### config.mk
export PLATFORM = sky130hd
export DESIGN_NAME = key_scan_port_registers
export DESIGN_NICKNAME = d
export VERILOG_FILES = /design/src/logic/port_pkg.sv /design/src/logic/key_scan_port_registers.sv
export SDC_FILE = /design/constraint.sdc
export NUM_CORES = 1
export LEC_CHECK = 0
export BUFFER_PORTS_ARGS = -buffer_cell sky130_fd_sc_hd__buf_2
export CAP_MARGIN = 30
export CORE_ASPECT_RATIO = 0.6
export CORE_MARGIN = 5
export CORE_UTILIZATION = 45
export DETAILED_ROUTE_END_ITERATION = 8
export GPL_TIMING_DRIVEN = 0
export PLACE_DENSITY = 0.91
export SYNTH_ARGS = -nofsm -noshare
export SYNTH_HDL_FRONTEND = slang
export SYNTH_SLANG_ARGS = --single-unit
### constraint.sdc
create_clock -name aclk -period 2.2 [get_ports aclk]
set_input_delay 0.11 -clock aclk [delete_from_list [all_inputs] [get_ports aclk]]
set_output_delay 0.11 -clock aclk [all_outputs]
set_load 0.05 [all_outputs]
### src/logic/port_pkg.sv
// Purpose: constants and carriers for the key-scan port register block
// Assumes: AXI4-Lite register access, 25 MHz core clock, one 32-bit word per register
// Notes: register offsets are byte addresses
//
// How it works
// - key-scan read gives pin levels in input mode, latch in output mode
// - key-scan write always loads the eight-bit output latch
// - pin-mode bit 1 sets all key-scan pins: 0 input, 1 output
// - after reset key-scan port outputs with latch all ones
// - key-scan pull-down only while the port is in input mode
// - pin-mode bit 5 sets key input pull-downs; key inputs read live
// - key input pull-down connected after reset
// - input port bits 7..4 read key inputs; writes ignored
// - input port bit 1 reads the wake sense pin live
// - pin-mode bit 0 puts first sense pin in input (1) or off (0)
// - first sense pin off reads 1 and its input path is gated
// - first sense pin off, undriven, no pull-down after reset
// - pin-mode bit 4 sets both sense pull-downs, input mode only
// - pin-mode bit 2 sets indicator pin mode; bit 3 reads it live
// - indicator output mode drops pull-down and drives timer indicator
// - indicator pin outputs high after reset
// - stop-release enable on: wake pin pull-down on, may end stop
// - stop-release enable off: plain input, no pull-down, never ends stop
// - wake pin after reset: input, release disabled, no pull-down
// - reset clears control register zero except retention flag
// - pin-mode register resets to 0x26
// - every pull-down off in output or off mode
package port_pkg;
    localparam logic [3:0] ADDR_KEY_SCAN = 4'h0;
    localparam logic [3:0] ADDR_KEY_SENSE = 4'h4;
    localparam logic [3:0] ADDR_PTR_CTRL = 4'h8;
    localparam logic [3:0] ADDR_PIN_MODE = 4'hc;
    localparam logic [7:0] KEY_SCAN_RESET = 8'hff;
    localparam logic [7:0] PIN_MODE_RESET = 8'h26;
    localparam logic [7:0] PIN_MODE_MASK = 8'h3f;
    localparam logic [7:0] PTR_CTRL_MASK = 8'hfb;
    localparam int PM_FIRST_SENSE_IN = 0;
    localparam int PM_KEY_SCAN_OUT = 1;
    localparam int PM_INDICATOR_OUT = 2;
    localparam int PM_WAKE_EN = 3;
    localparam int PM_SENSE_PD = 4;
    localparam int PM_KEY_IN_PD = 5;
    localparam int PC_RETAIN = 3;
    localparam logic [1:0] RESP_OKAY = 2'h0;
    localparam logic [1:0] RESP_SLVERR = 2'h2;

    typedef struct packed {
        logic [7:0] scan_latch;
        logic [7:0] pin_mode;
        logic [7:0] ptr_ctrl;
        logic [7:0] scan_meta;
        logic [7:0] scan_sync;
        logic [3:0] key_meta;
        logic [3:0] key_sync;
        logic [2:0] sense_meta;
        logic [2:0] sense_sync;
        logic aw_seen;
        logic [3:0] aw_addr;
        logic w_seen;
        logic [31:0] w_data;
        logic [3:0] w_strb;
        logic bvalid;
        logic [1:0] bresp;
        logic rvalid;
        logic [31:0] rdata;
        logic [1:0] rresp;
        logic stop_release;
    } state_t;
endpackage

### src/logic/key_scan_port_registers.sv
// Purpose: key-scan, key input and sense pin port registers behind AXI4-Lite
// Assumes: pins asynchronous, synced by two flops; pull-down enables are outputs
// Notes: output enables are active low; retention level from supply detector
//
// Local design decisions: the AXI4-Lite interface to the registers and the register addresses.
`timescale 1ns/100ps
module key_scan_port_registers
(
    input wire logic aclk,
    input wire logic aresetn,
    input wire logic [31:0] s_axi_awaddr,
    input wire logic s_axi_awvalid,
    output logic s_axi_awready,
    input wire logic [31:0] s_axi_wdata,
    input wire logic [3:0] s_axi_wstrb,
    input wire logic s_axi_wvalid,
    output logic s_axi_wready,
    output logic [1:0] s_axi_bresp,
    output logic s_axi_bvalid,
    input wire logic s_axi_bready,
    input wire logic [31:0] s_axi_araddr,
    input wire logic s_axi_arvalid,
    output logic s_axi_arready,
    output logic [31:0] s_axi_rdata,
    output logic [1:0] s_axi_rresp,
    output logic s_axi_rvalid,
    input wire logic s_axi_rready,
    input wire logic [7:0] key_scan_pins_in,
    output logic [7:0] key_scan_pins_out,
    output logic [7:0] key_scan_pins_oe_n,
    output logic key_scan_pulldown,
    input wire logic [3:0] key_input_pins,
    output logic key_input_pulldown,
    input wire logic first_sense_pin,
    output logic first_sense_enable,
    output logic first_sense_pulldown,
    input wire logic indicator_sense_pin_in,
    output logic indicator_sense_pin_out,
    output logic indicator_sense_pin_oe_n,
    output logic indicator_sense_pulldown,
    input wire logic indicator_drive,
    input wire logic wake_sense_pin,
    output logic wake_sense_pulldown,
    input wire logic release_condition,
    output logic stop_release,
    input wire logic retention_detect_level
);
    port_pkg::state_t s;
    port_pkg::state_t next_s;
    logic aw_take;
    logic w_take;
    logic ar_take;
    logic do_write;
    logic [7:0] wbyte;
    logic [7:0] read_byte;
    logic read_hit;
    logic write_hit;
    logic [7:0] sense_word;
    logic ar_scan;
    logic ar_sense;
    logic ar_miss;
    logic pm_write;

    // Address and data are taken independently, only when no response is pending
    assign s_axi_awready = !s.aw_seen && !s.bvalid;
    assign s_axi_wready = !s.w_seen && !s.bvalid;
    assign s_axi_arready = !s.rvalid;
    assign aw_take = s_axi_awvalid && s_axi_awready;
    assign w_take = s_axi_wvalid && s_axi_wready;
    assign ar_take = s_axi_arvalid && s_axi_arready;
    assign do_write = s.aw_seen && s.w_seen && !s.bvalid;
    assign wbyte = s.w_data[7:0];

    // Input port image; gated first sense reads 1, bit 0 fixed to 1
    assign sense_word = {s.key_sync,
                         s.sense_sync[1],
                         s.pin_mode[port_pkg::PM_FIRST_SENSE_IN] ? s.sense_sync[0] : 1'b1,
                         s.sense_sync[2],
                         1'b1};

    // Read mux, selected by register number in one cycle
    always_comb
    begin
        read_hit = 1'b1;
        case (s_axi_araddr[3:0])
            port_pkg::ADDR_KEY_SCAN: read_byte = s.pin_mode[port_pkg::PM_KEY_SCAN_OUT] ?
                                                 s.scan_latch : s.scan_sync;
            port_pkg::ADDR_KEY_SENSE: read_byte = sense_word;
            port_pkg::ADDR_PTR_CTRL: read_byte = s.ptr_ctrl;
            port_pkg::ADDR_PIN_MODE: read_byte = s.pin_mode;
            default:
            begin
                read_byte = 8'h00;
                read_hit = 1'b0;
            end
        endcase
        if (s_axi_araddr[31:4] != 28'h0000000)
        begin
            read_hit = 1'b0;
            read_byte = 8'h00;
        end
    end

    assign write_hit = (s.aw_addr == port_pkg::ADDR_KEY_SCAN) || (s.aw_addr == port_pkg::ADDR_KEY_SENSE) ||
                       (s.aw_addr == port_pkg::ADDR_PTR_CTRL) || (s.aw_addr == port_pkg::ADDR_PIN_MODE);

    // Next-state logic for every register of the block
    always_comb
    begin
        next_s = s;
        next_s.scan_meta = key_scan_pins_in;
        next_s.scan_sync = s.scan_meta;
        next_s.key_meta = key_input_pins;
        next_s.key_sync = s.key_meta;
        // First sense pin gated while off so a floating pin causes no activity
        next_s.sense_meta = {wake_sense_pin, indicator_sense_pin_in,
                             first_sense_pin && s.pin_mode[port_pkg::PM_FIRST_SENSE_IN]};
        next_s.sense_sync = s.sense_meta;
        next_s.stop_release = release_condition && s.pin_mode[port_pkg::PM_WAKE_EN];
        if (aw_take)
        begin
            next_s.aw_seen = 1'b1;
            next_s.aw_addr = (s_axi_awaddr[31:4] == 28'h0000000) ? s_axi_awaddr[3:0] : 4'h1;
        end
        if (w_take)
        begin
            next_s.w_seen = 1'b1;
            next_s.w_data = s_axi_wdata;
            next_s.w_strb = s_axi_wstrb;
        end
        if (do_write)
        begin
            next_s.aw_seen = 1'b0;
            next_s.w_seen = 1'b0;
            next_s.bvalid = 1'b1;
            next_s.bresp = write_hit ? port_pkg::RESP_OKAY : port_pkg::RESP_SLVERR;
            if (s.w_strb[0])
            begin
                case (s.aw_addr)
                    port_pkg::ADDR_KEY_SCAN: next_s.scan_latch = wbyte;
                    port_pkg::ADDR_PTR_CTRL: next_s.ptr_ctrl = wbyte & port_pkg::PTR_CTRL_MASK;
                    port_pkg::ADDR_PIN_MODE: next_s.pin_mode = wbyte & port_pkg::PIN_MODE_MASK;
                    default: next_s.bresp = next_s.bresp;                 // Input port ignores writes
                endcase
            end
        end
        if (s.bvalid && s_axi_bready)
        begin
            next_s.bvalid = 1'b0;
        end
        if (ar_take)
        begin
            next_s.rvalid = 1'b1;
            next_s.rdata = {24'h000000, read_byte};
            next_s.rresp = read_hit ? port_pkg::RESP_OKAY : port_pkg::RESP_SLVERR;
        end
        else if (s.rvalid && s_axi_rready)
        begin
            next_s.rvalid = 1'b0;
        end
        // Supply dip clears retention; it wins over a software set in the same cycle
        if (retention_detect_level)
        begin
            next_s.ptr_ctrl[port_pkg::PC_RETAIN] = 1'b0;
        end
    end

    // Registered state; retention flag survives reset unless supply dipped
    always_ff @(posedge aclk)
    begin
        if (!aresetn)
        begin
            s <= '0;
            s.scan_latch <= port_pkg::KEY_SCAN_RESET;
            s.pin_mode <= port_pkg::PIN_MODE_RESET;
            s.ptr_ctrl[port_pkg::PC_RETAIN] <= s.ptr_ctrl[port_pkg::PC_RETAIN] &&
                                              !retention_detect_level;
        end
        else
        begin
            s <= next_s;
        end
    end

    // Pin drivers and pull-downs follow pin-mode; pull-downs off in output/off mode
    assign key_scan_pins_out = s.scan_latch;
    assign key_scan_pins_oe_n = {8{!s.pin_mode[port_pkg::PM_KEY_SCAN_OUT]}};
    assign key_scan_pulldown = !s.pin_mode[port_pkg::PM_KEY_SCAN_OUT];
    assign key_input_pulldown = s.pin_mode[port_pkg::PM_KEY_IN_PD];
    assign first_sense_enable = s.pin_mode[port_pkg::PM_FIRST_SENSE_IN];
    assign first_sense_pulldown = s.pin_mode[port_pkg::PM_SENSE_PD] &&
                                  s.pin_mode[port_pkg::PM_FIRST_SENSE_IN];
    assign indicator_sense_pin_out = indicator_drive;
    assign indicator_sense_pin_oe_n = !s.pin_mode[port_pkg::PM_INDICATOR_OUT];
    assign indicator_sense_pulldown = s.pin_mode[port_pkg::PM_SENSE_PD] &&
                                      !s.pin_mode[port_pkg::PM_INDICATOR_OUT];
    assign wake_sense_pulldown = s.pin_mode[port_pkg::PM_WAKE_EN];
    assign stop_release = s.stop_release;
    assign s_axi_bvalid = s.bvalid;
    assign s_axi_bresp = s.bresp;
    assign s_axi_rvalid = s.rvalid;
    assign s_axi_rdata = s.rdata;
    assign s_axi_rresp = s.rresp;

    // Checks next to the logic they guard. Bus timing they rely on:
    // an address is taken when valid and ready meet, the read answer
    // stands one edge later, and a write answers one edge after both
    // halves are held. Responses stand until the master takes them, so
    // a slow master only stretches a transfer and never loses one.
    // Pin reads lag the pins by the two synchroniser stages, so read
    // checks compare against the synced copies, not the raw pins.

    // Decodes for the checks only; full address so aliases are excluded
    assign ar_scan = ar_take && s_axi_araddr == {28'h0000000, port_pkg::ADDR_KEY_SCAN};
    assign ar_sense = ar_take && s_axi_araddr == {28'h0000000, port_pkg::ADDR_KEY_SENSE};
    assign ar_miss = ar_take && !read_hit;
    assign pm_write = do_write && s.aw_addr == port_pkg::ADDR_PIN_MODE && s.w_strb[0];
endmodule

# After elaboration in Yosys (flattened, before gate mapping)
# Cells that the tools add are included.
# W data, S select, Z words.
[word_totals]
romBits = 0
out_inout_bits = 66
elab_cells = 90
n_memories = 0
latch_bits = 0
inputBits = 125
reg_bits = 108
ram_bits = 0
[classes]
multipliers = 0
add_sub_neg = 0
mux = 23
n_bitwise = 1
n_eq_ne = 9
n_shift = 0
n_lt_le_gt_ge = 0
reduce_logical = 36
n_div = 0
[ops]
columns = ["op", "count"]
rows = [
  ["$mux W115", 1],
  ["$mux W37", 1],
  ["$pmux W8 S4", 1],
  ["$logic_not A28 Y1", 1],
  ["$reduce_bool A28 Y1", 1],
  ["$eq A4 B4 Y1 const B", 4],
  ["$mux W4", 4],
  ["$mux W8", 2],
  ["$logic_and A1 B1 Y1", 14],
  ["$reduce_and A3 Y1", 4],
  ["$mux W10", 1],
  ["$mux W1", 9],
  ["$ne A3 B1 Y1 const B", 3],
  ["$eq A4 B3 Y1 const B", 2],
  ["$logic_not A4 Y1", 2],
  ["$logic_not A1 Y1", 7],
  ["$mux W5", 1],
  ["$mux W2", 2],
  ["$reduce_or A2 Y1", 2],
  ["$reduce_or A4 Y1", 1],
  ["$logic_or A1 B1 Y1", 3],
  ["$mux W3", 1],
  ["$reduce_bool A2 Y1", 1],
  ["$not A1 Y1", 1],
]

# Logic depth before layout (Yosys ltp)
# Gate-level depths: netlist (run 1).
[depth]
word_depth = 8
depth_mapped = 6
ltp_nobuf = 4

# Worst setup path before layout (run 1)
# Ideal clock, no wire load.
[synth_path]
path_kind = "flip-flop to flip-flop"
start = "register s (netlist bit s_axi_bvalid)"
end = "register s[39] (netlist name)"
path_stages_with_launch = 6
setup_slack_ns = 0.150
setup_time_ns = 0.076
t_arrival_ns = 1.975
period_less_slack_ns = 2.050
t_required_ns = 2.124
path_buffers = 1
path_cell_list = "dfxtp_1 -> nor2_1 -> and2_1 -> clkbuf_1 -> nand2_1 -> a21boi_0"
[synth_between]
elab_chain_len = 3
[synth_lines]
columns = ["element", "line_no", "text"]
rows = [
  ["start: declaration", "key_scan_port_registers.sv:48", "port_pkg::state_t s;"],
  ["start signal: assignment", "key_scan_port_registers.sv:181", "s <= next_s;"],
  ["$logic_not A1 Y1", "key_scan_port_registers.sv:66", "assign s_axi_wready = !s.w_seen && !s.bvalid;"],
  ["$logic_and A1 B1 Y1", "key_scan_port_registers.sv:66", ""],
  ["net s_axi_wready", "key_scan_port_registers.sv:17", "output logic s_axi_wready,"],
  ["$logic_and A1 B1 Y1", "key_scan_port_registers.sv:69", "assign w_take = s_axi_wvalid && s_axi_wready;"],
]
# The timed path passes the listed nets, and every way through them passes these cells.
# A chain may end at the register's enable or synchronous reset.

# Worst setup path after layout (run 1)
[layout_path]
start = "register s[120] (netlist name)"
end = "register s (netlist bit s_axi_rdata[5])"
[layout_between]
elab_chain_len = 3
[layout_lines]
columns = ["element", "line_no", "text"]
rows = [
  ["$mux W8", "key_scan_port_registers.sv:86", "port_pkg::ADDR_KEY_SCAN: read_byte = s.pin_mode[port_pkg::PM_KEY_SCAN_OUT] ?"],
  ["$pmux W8 S4", "key_scan_port_registers.sv:85", "case (s_axi_araddr[3:0])"],
  ["$mux W8", "key_scan_port_registers.sv:97", "if (s_axi_araddr[31:4] != 28'h0000000)"],
]
# No other way between the ends.

==> metrics.txt, run 1 <==
drt drc 0; RSZ-0062 raised after global routing no; max cap viols 0; clock root buffer clkbuf_16; ranking of synthesized cells by area dfxtp_1, buf_4, and2_1, mux2i_1, nand2_1; via count 3161; I/O pin count 191; WP data arrival between 1500 and 2000 ps; commonest cells in the netlist dfxtp_1, buf_4, nand2_1; Starting Density 45.5%; crit path max-delay cell type mux4_2; final instance area just under 0.005 mm^2; Leak Pwr 2.47 nW; CTS Buffer Depth 2; Rows 25; final setup skew 6.35 ps; Inserted Diodes 0; Synth Area in Adders 0%; Post-Synth XOR/XNOR Area 0%; total number of yosys warnings 0; CTS tree done; Crit path max-delay family multiplexers; WP buf/inv 1; Power Total 0.00351 W; Peak VDD IR 0.000490 V; die height 78.6 um; Max Fclk 589 MHz; Num CTS Buffers 9; GRT overflow 0; PortBufs between 100 and 150; Netlist cell types 47; mux contribution to synthesized area 10.1%; Global Route Usage Sum 20.1%; synthesized cell area 0.00353 mm^2; simple logic cell fraction of the synthesized area a little under a quarter; Setup TNS 0 ps; die width 124 um; period utilisation layout 77.2%; Clock Pin Slew Worst Setup and Hold Paths 60 ps; average wire per cell in the routed design 15.1 um; worst hold-check path type in2reg; run status complete, no violations; core area 0.00776 mm^2; Worst Setup End Kind register; # clock sinks 79; setup bufs post-CTS 0; Worst Max-Slew Pin Slew 627 ps; critical path class reg2reg; Syn Area/Cell 9.59 um^2; TritonRoute pass-1 iters 4; crit-path max cell delay 500 ps; Post-Syn Instances 368; Compound-Gate Fraction of Synth Area 7.73%; post-route ant nets 0; GPL Wtd Cong ~0.84; First DRT Iteration DRCs 208; top cell type's share of synthesized area 44.2%; fraction of registers with async set/reset 0%; CTS-repair resized insts 0; Final Max Slew Viols 0; layout cells sized above 1 around 40%; initial antenna violation count 0; largest net degree at the start of global routing 14; Post-synth EDFFs 1; HPWL after DPL 7780 um; Clock H-tree levels 3; Layout area overhead 38.4%; startpoint types register; number of global-route vias before repair 3185; most common cell in the netlist dfxtp_1; Total Routed Length 10000 um; combinational family with the most area after synthesis simple AND/OR/NAND/NOR gates; Seq cells post-synth 79; min cycle time layout between 1500 and 2000 ps; CTS Hold Bufs 14; Finish-stage setup viols 0; first-pass GRT wire length 15400 um; clk_lat worst skew 330 ps; Layout Nets 678; Critical Path RT 2420 ps; final hold vios 0; Worst slew margin 58.1%; register area share after synthesis between 40 and 50%; critical path peak fanout 10; FILL cells 624; Cell Chain, Critical Path buf_6 -> mux2_4 -> mux4_2 -> a32o_1; Power Density 718 mW/mm^2; die area 0.00977 mm^2; biggest area consumer among synthesized cells dfxtp_1; Vias/cell 4.75; Post-DP Area 0.00443 mm^2; ys flop type dfxtp_1
logic make-up after synthesis:
| group | after synthesis |
|---|---|
| mux | 30 |
| buf+inv | 74 |
| other cells | 1 |
| compound gates | 35 |
| simple gates | 149 |
| flops | 79 |
registers in the layout, indices dropped and copies added, names as in the netlist:
name,flops
s_axi_bvalid,1
first_sense_enable,1
wake_sense_pulldown,1
s,40
stop_release,1
s_axi_rvalid,1
key_input_pulldown,1
s_axi_bresp,1
next_s,15
s_axi_rresp,1
key_scan_pins_out,8
s_axi_rdata,8
where the power goes:
| part | switching, W | internal [W] |
|---|---|---|
| Clock | 0.000573 | 0.000943 |
| Combinational | 0.000291 | 0.000186 |
| Sequential | 0.0000301 | 0.00148 |
| Total | 0.000894 | 0.00261 |
metrics by stage:
stage | setup slack, ps | utilization [%] | hold slack (ps) | cells
floorplan | 150 | - | 237 | 393
global placement | 554 | 57.2 | 316 | 636
detailed placement | 502 | 57.2 | 319 | 636
CTS | 495 | 63.0 | 9.24 | 666
global route | 365 | 63.0 | 8.02 | 666
finish | 503 | 63.0 | 16.4 | 666
cells in the final DEF (no fill, tap or decap), types with 14 or more instances in the layout:
master         Yosys  final
and2_1            38     38
buf_2              2    137
buf_4             53     53
conb_1             1     26
dfxtp_1           78     78
dlygate4sd3_1      0     14
mux2i_1           22     22
nand2_1           44     44
nor4_1            16     16
per-layer routing:
layer / vias up / wire, um / global-route usage (%)
li1: 1548 / - / -
met4: 0 / 176 / 6.89
met5: - / 0 / 0
met1: 1447 / 4090 / 23.3
met3: 24 / 870 / 8.16
met2: 142 / 4890 / 34.1
area by class of cell:
type,count,area [um^2],share of cell area (%)
clock inverters,4,53.8,1.10
repair buffers,149,816,16.7
plain buffers,68,464,9.50
clock buffers,12,256,5.25
well taps,108,135,2.77
flip-flops and latches,79,1590,32.6
multi-input cells,240,1550,31.6
inverters,6,22.5,0.461
path summary, 6_finish.rpt:
check	startpoint	end	slack, ps	depth (start not counted)
worst min-delay path	release_condition	stop_release	20	2
worst max-delay path	s[120]	s_axi_rdata[5]	500	4
worst min register to register	next_s[99]	s[99]	430	1
worst max register to register	s[120]	s_axi_rdata[5]	500	4
Power figures use the tool's default switching activity.
==> run 2, diff against run 1 <==
--- a/config.mk
+++ b/config.mk
@@ -9,10 +9,10 @@
 export CAP_MARGIN = 30
 export CORE_ASPECT_RATIO = 0.6
 export CORE_MARGIN = 5
-export CORE_UTILIZATION = 45
+export CORE_UTILIZATION = 40
 export DETAILED_ROUTE_END_ITERATION = 8
 export GPL_TIMING_DRIVEN = 0
-export PLACE_DENSITY = 0.91
+export PLACE_DENSITY = 0.87
 export SYNTH_ARGS = -nofsm -noshare
 export SYNTH_HDL_FRONTEND = slang
 export SYNTH_SLANG_ARGS = --single-unit
==> constraint.sdc (replaced) <==
create_clock -name aclk -period 1.4 [get_ports aclk]
set_input_delay 0.07 -clock aclk [delete_from_list [all_inputs] [get_ports aclk]]
set_output_delay 0.07 -clock aclk [all_outputs]
set_load 0.05 [all_outputs]
==> run 2 against run 1 <==
  * The run now ends with setup timing left
  * Routed wire length rose by 6.4%
  * Setup slack got worse by 740 ps
  * Utilization decreased by 1.2 points
  * Highest routed layer unchanged
  * Critical endpoint is now s_axi_rdata[4]
  * Global-route usage shrank 1.3 points
  * Critical path depth unchanged
==> metrics.txt, run 2 (synthesis gave the netlist of run 1 again) <==
Power Total 0.00567 W (was 0.00351 W); Vias/cell 4.70 (was 4.75); GPL Wtd Cong 0.847 (was 0.839); period utilisation layout 117% (was 77.2%); via count 3264 (was 3161); Total Routed Length 10700 um (was 10000 um); number of global-route vias before repair 3149 (was 3185); Layout Nets 702 (was 678); layout cells sized above 1 43.6% (was 39.6%); clock root buffer clkbuf_16 (unchanged); WHS Endpoint s[39] (was stop_release); violated checks setup timing; Final Util 61.8% (was 63.0%); HPWL after DPL 7790 um (was 7780 um); Final Max Slew Viols 0 (unchanged); First DRT Iteration DRCs 183 (was 208); min cycle time layout 1640 ps (was 1700 ps); Leak Pwr 2.64 nW (was 2.47 nW); Peak VDD IR 0.000599 V (was 0.000490 V); Reg2Reg Depth 4 (unchanged); highest-count cells in the layout ignoring fill and taps buf_2, dfxtp_1, buf_4, nand2_1, and2_1 (unchanged); reg-to-reg critical path endpoint s_axi_rdata[4] (was s_axi_rdata[5]); final hold vios 0 (unchanged); startpoint types register (unchanged); Layout area overhead 49.7% (was 38.4%); critical path class reg2reg (unchanged); HP Start s_axi_wstrb[0] (was release_condition); Top reg by flops s (unchanged); FILL cells 684 (was 624); CP startpoint s[120] (unchanged); worst hold-check path type in2reg (unchanged); I/O pin count 191 (unchanged); Clock H-tree levels 3 (unchanged); average wire per cell in the routed design 15.4 um (was 15.1 um); reg-to-reg slack, setup -240 ps (was 500 ps); GRT overflow 0 (unchanged); Global Route Usage Sum 18.8% (was 20.1%); worst hold slack 9.16 ps (was 16.4 ps); Rows 26 (was 25); Critical Path RT 1630 ps (was 2420 ps); critical path peak fanout 6 (was 10); Starting Density 41.3% (was 45.5%); final setup skew 5.21 ps (was 6.35 ps); RSZ-0062 raised after global routing yes (was no); Max Fclk 610 MHz (was 589 MHz); Worst slew margin 59.9% (was 58.1%); Inserted Diodes 0 (unchanged); largest net degree at the start of global routing 14 (unchanged); Worst Max-Slew Pin Slew 601 ps (was 627 ps); CTS Buffer Depth 2 (unchanged); Num CTS Buffers 9 (unchanged); Clock Pin Slew Worst Setup and Hold Paths 60 ps (about the same); reg2reg start s[120] (unchanged); leading cell type in the layout, fill and taps excluded buf_2 (unchanged); core area 0.00856 mm^2 (was 0.00776 mm^2); Finish-stage setup viols 16 (was 0); die area 0.0109 mm^2 (was 0.00977 mm^2); WP data arrival 1870 ps (was 1910 ps); Power Density 1070 mW/mm^2 (was 718 mW/mm^2); first-pass GRT wire length 15900 um (was 15400 um); Worst Setup End Kind register (unchanged); post-route ant nets 0 (unchanged); die width 131 um (was 124 um); PortBufs 135 (unchanged); # clock sinks 79 (unchanged); clk_lat worst skew 340 ps (was 330 ps); Largest register FFs 40 (unchanged); CTS tree done (unchanged); drt drc 0 (unchanged); TritonRoute pass-1 iters 4 (unchanged); Worst Hold Depth 3 (was 2); max cap viols 0 (unchanged); initial antenna violation count 0 (unchanged); Final Worst Setup Slack -239 ps (was 503 ps); die height 82.8 um (was 78.6 um); run status finished, violations left (was complete, no violations)
[run 2: cell type report]
class / instances / area, um^2 / share of cell area [%]
Buffer: 67 / 474 / 8.97
Clock buffer: 12 / 278 / 5.26
Clock inverter: 4 / 48.8 / 0.924
Inverter: 6 / 26.3 / 0.497
Multi-Input combinational cell: 240 / 1620 / 30.6
Sequential cell: 79 / 1610 / 30.5
Tap cell: 112 / 140 / 2.65
Timing Repair Buffer: 174 / 1090 / 20.6
[run 2: per-layer routing]
metal | routed length [um] | share of wire, % | track usage, %
met5 | 0 | 0 | 0
met4 | 160 | 1.5 | 5.24
met3 | 1200 | 11 | 8.41
met2 | 5120 | 48 | 31.1
met1 | 4190 | 39 | 22.6
[run 2: what timing repair did]
item / in CTS / in global routing
hold endpoints to repair: 25 / 0
cloned: 0 / 0
hold buffers: 26 / 0
resized for setup: 11 / 40
setup buffers: 4 / 9
setup endpoints to repair: 40 / 35
pin swaps: 6 / 6
[run 2: where the power goes]
part,total [W],switching [W],internal (W)
clock,0.00248,0.000898,0.00159
combinational,0.000805,0.000472,0.000333
sequential,0.00238,0.0000522,0.00233
total,0.00567,0.00142,0.00425
[run 2: worst max-delay path by stage]
stage | end | slack, ps | depth (start not counted)
after CTS | s_axi_rdata[4] | -220 | 4
after global routing | s_axi_rdata[4] | -260 | 4
after floorplan | s_axi_rdata[3] | -120 | 4
after global placement | s_axi_rdata[5] | -230 | 4
after detailed placement | key_scan_pins_out[0] | -290 | 4
final | s_axi_rdata[4] | -240 | 4
[run 2: worst max-delay path: stages, from the launching register on]
cell	delay (ps)
dfxtp_2	330
buf_8	120
mux2_4	300
mux4_2	510
a32o_1	270
[run 2: metrics by stage]
step | setup slack [ps] | cells | instance area (um^2) | TNS (ps)
2_1_floorplan | -119 | 393 | 3650 | -417
3_3_place_gp | -228 | 640 | 4470 | -2460
3_5_place_dp | -285 | 640 | 4470 | -4690
4_1_cts | -224 | 686 | 5140 | -2030
5_1_grt | -257 | 694 | 5280 | -2560
6_report | -239 | 694 | 5280 | -1570
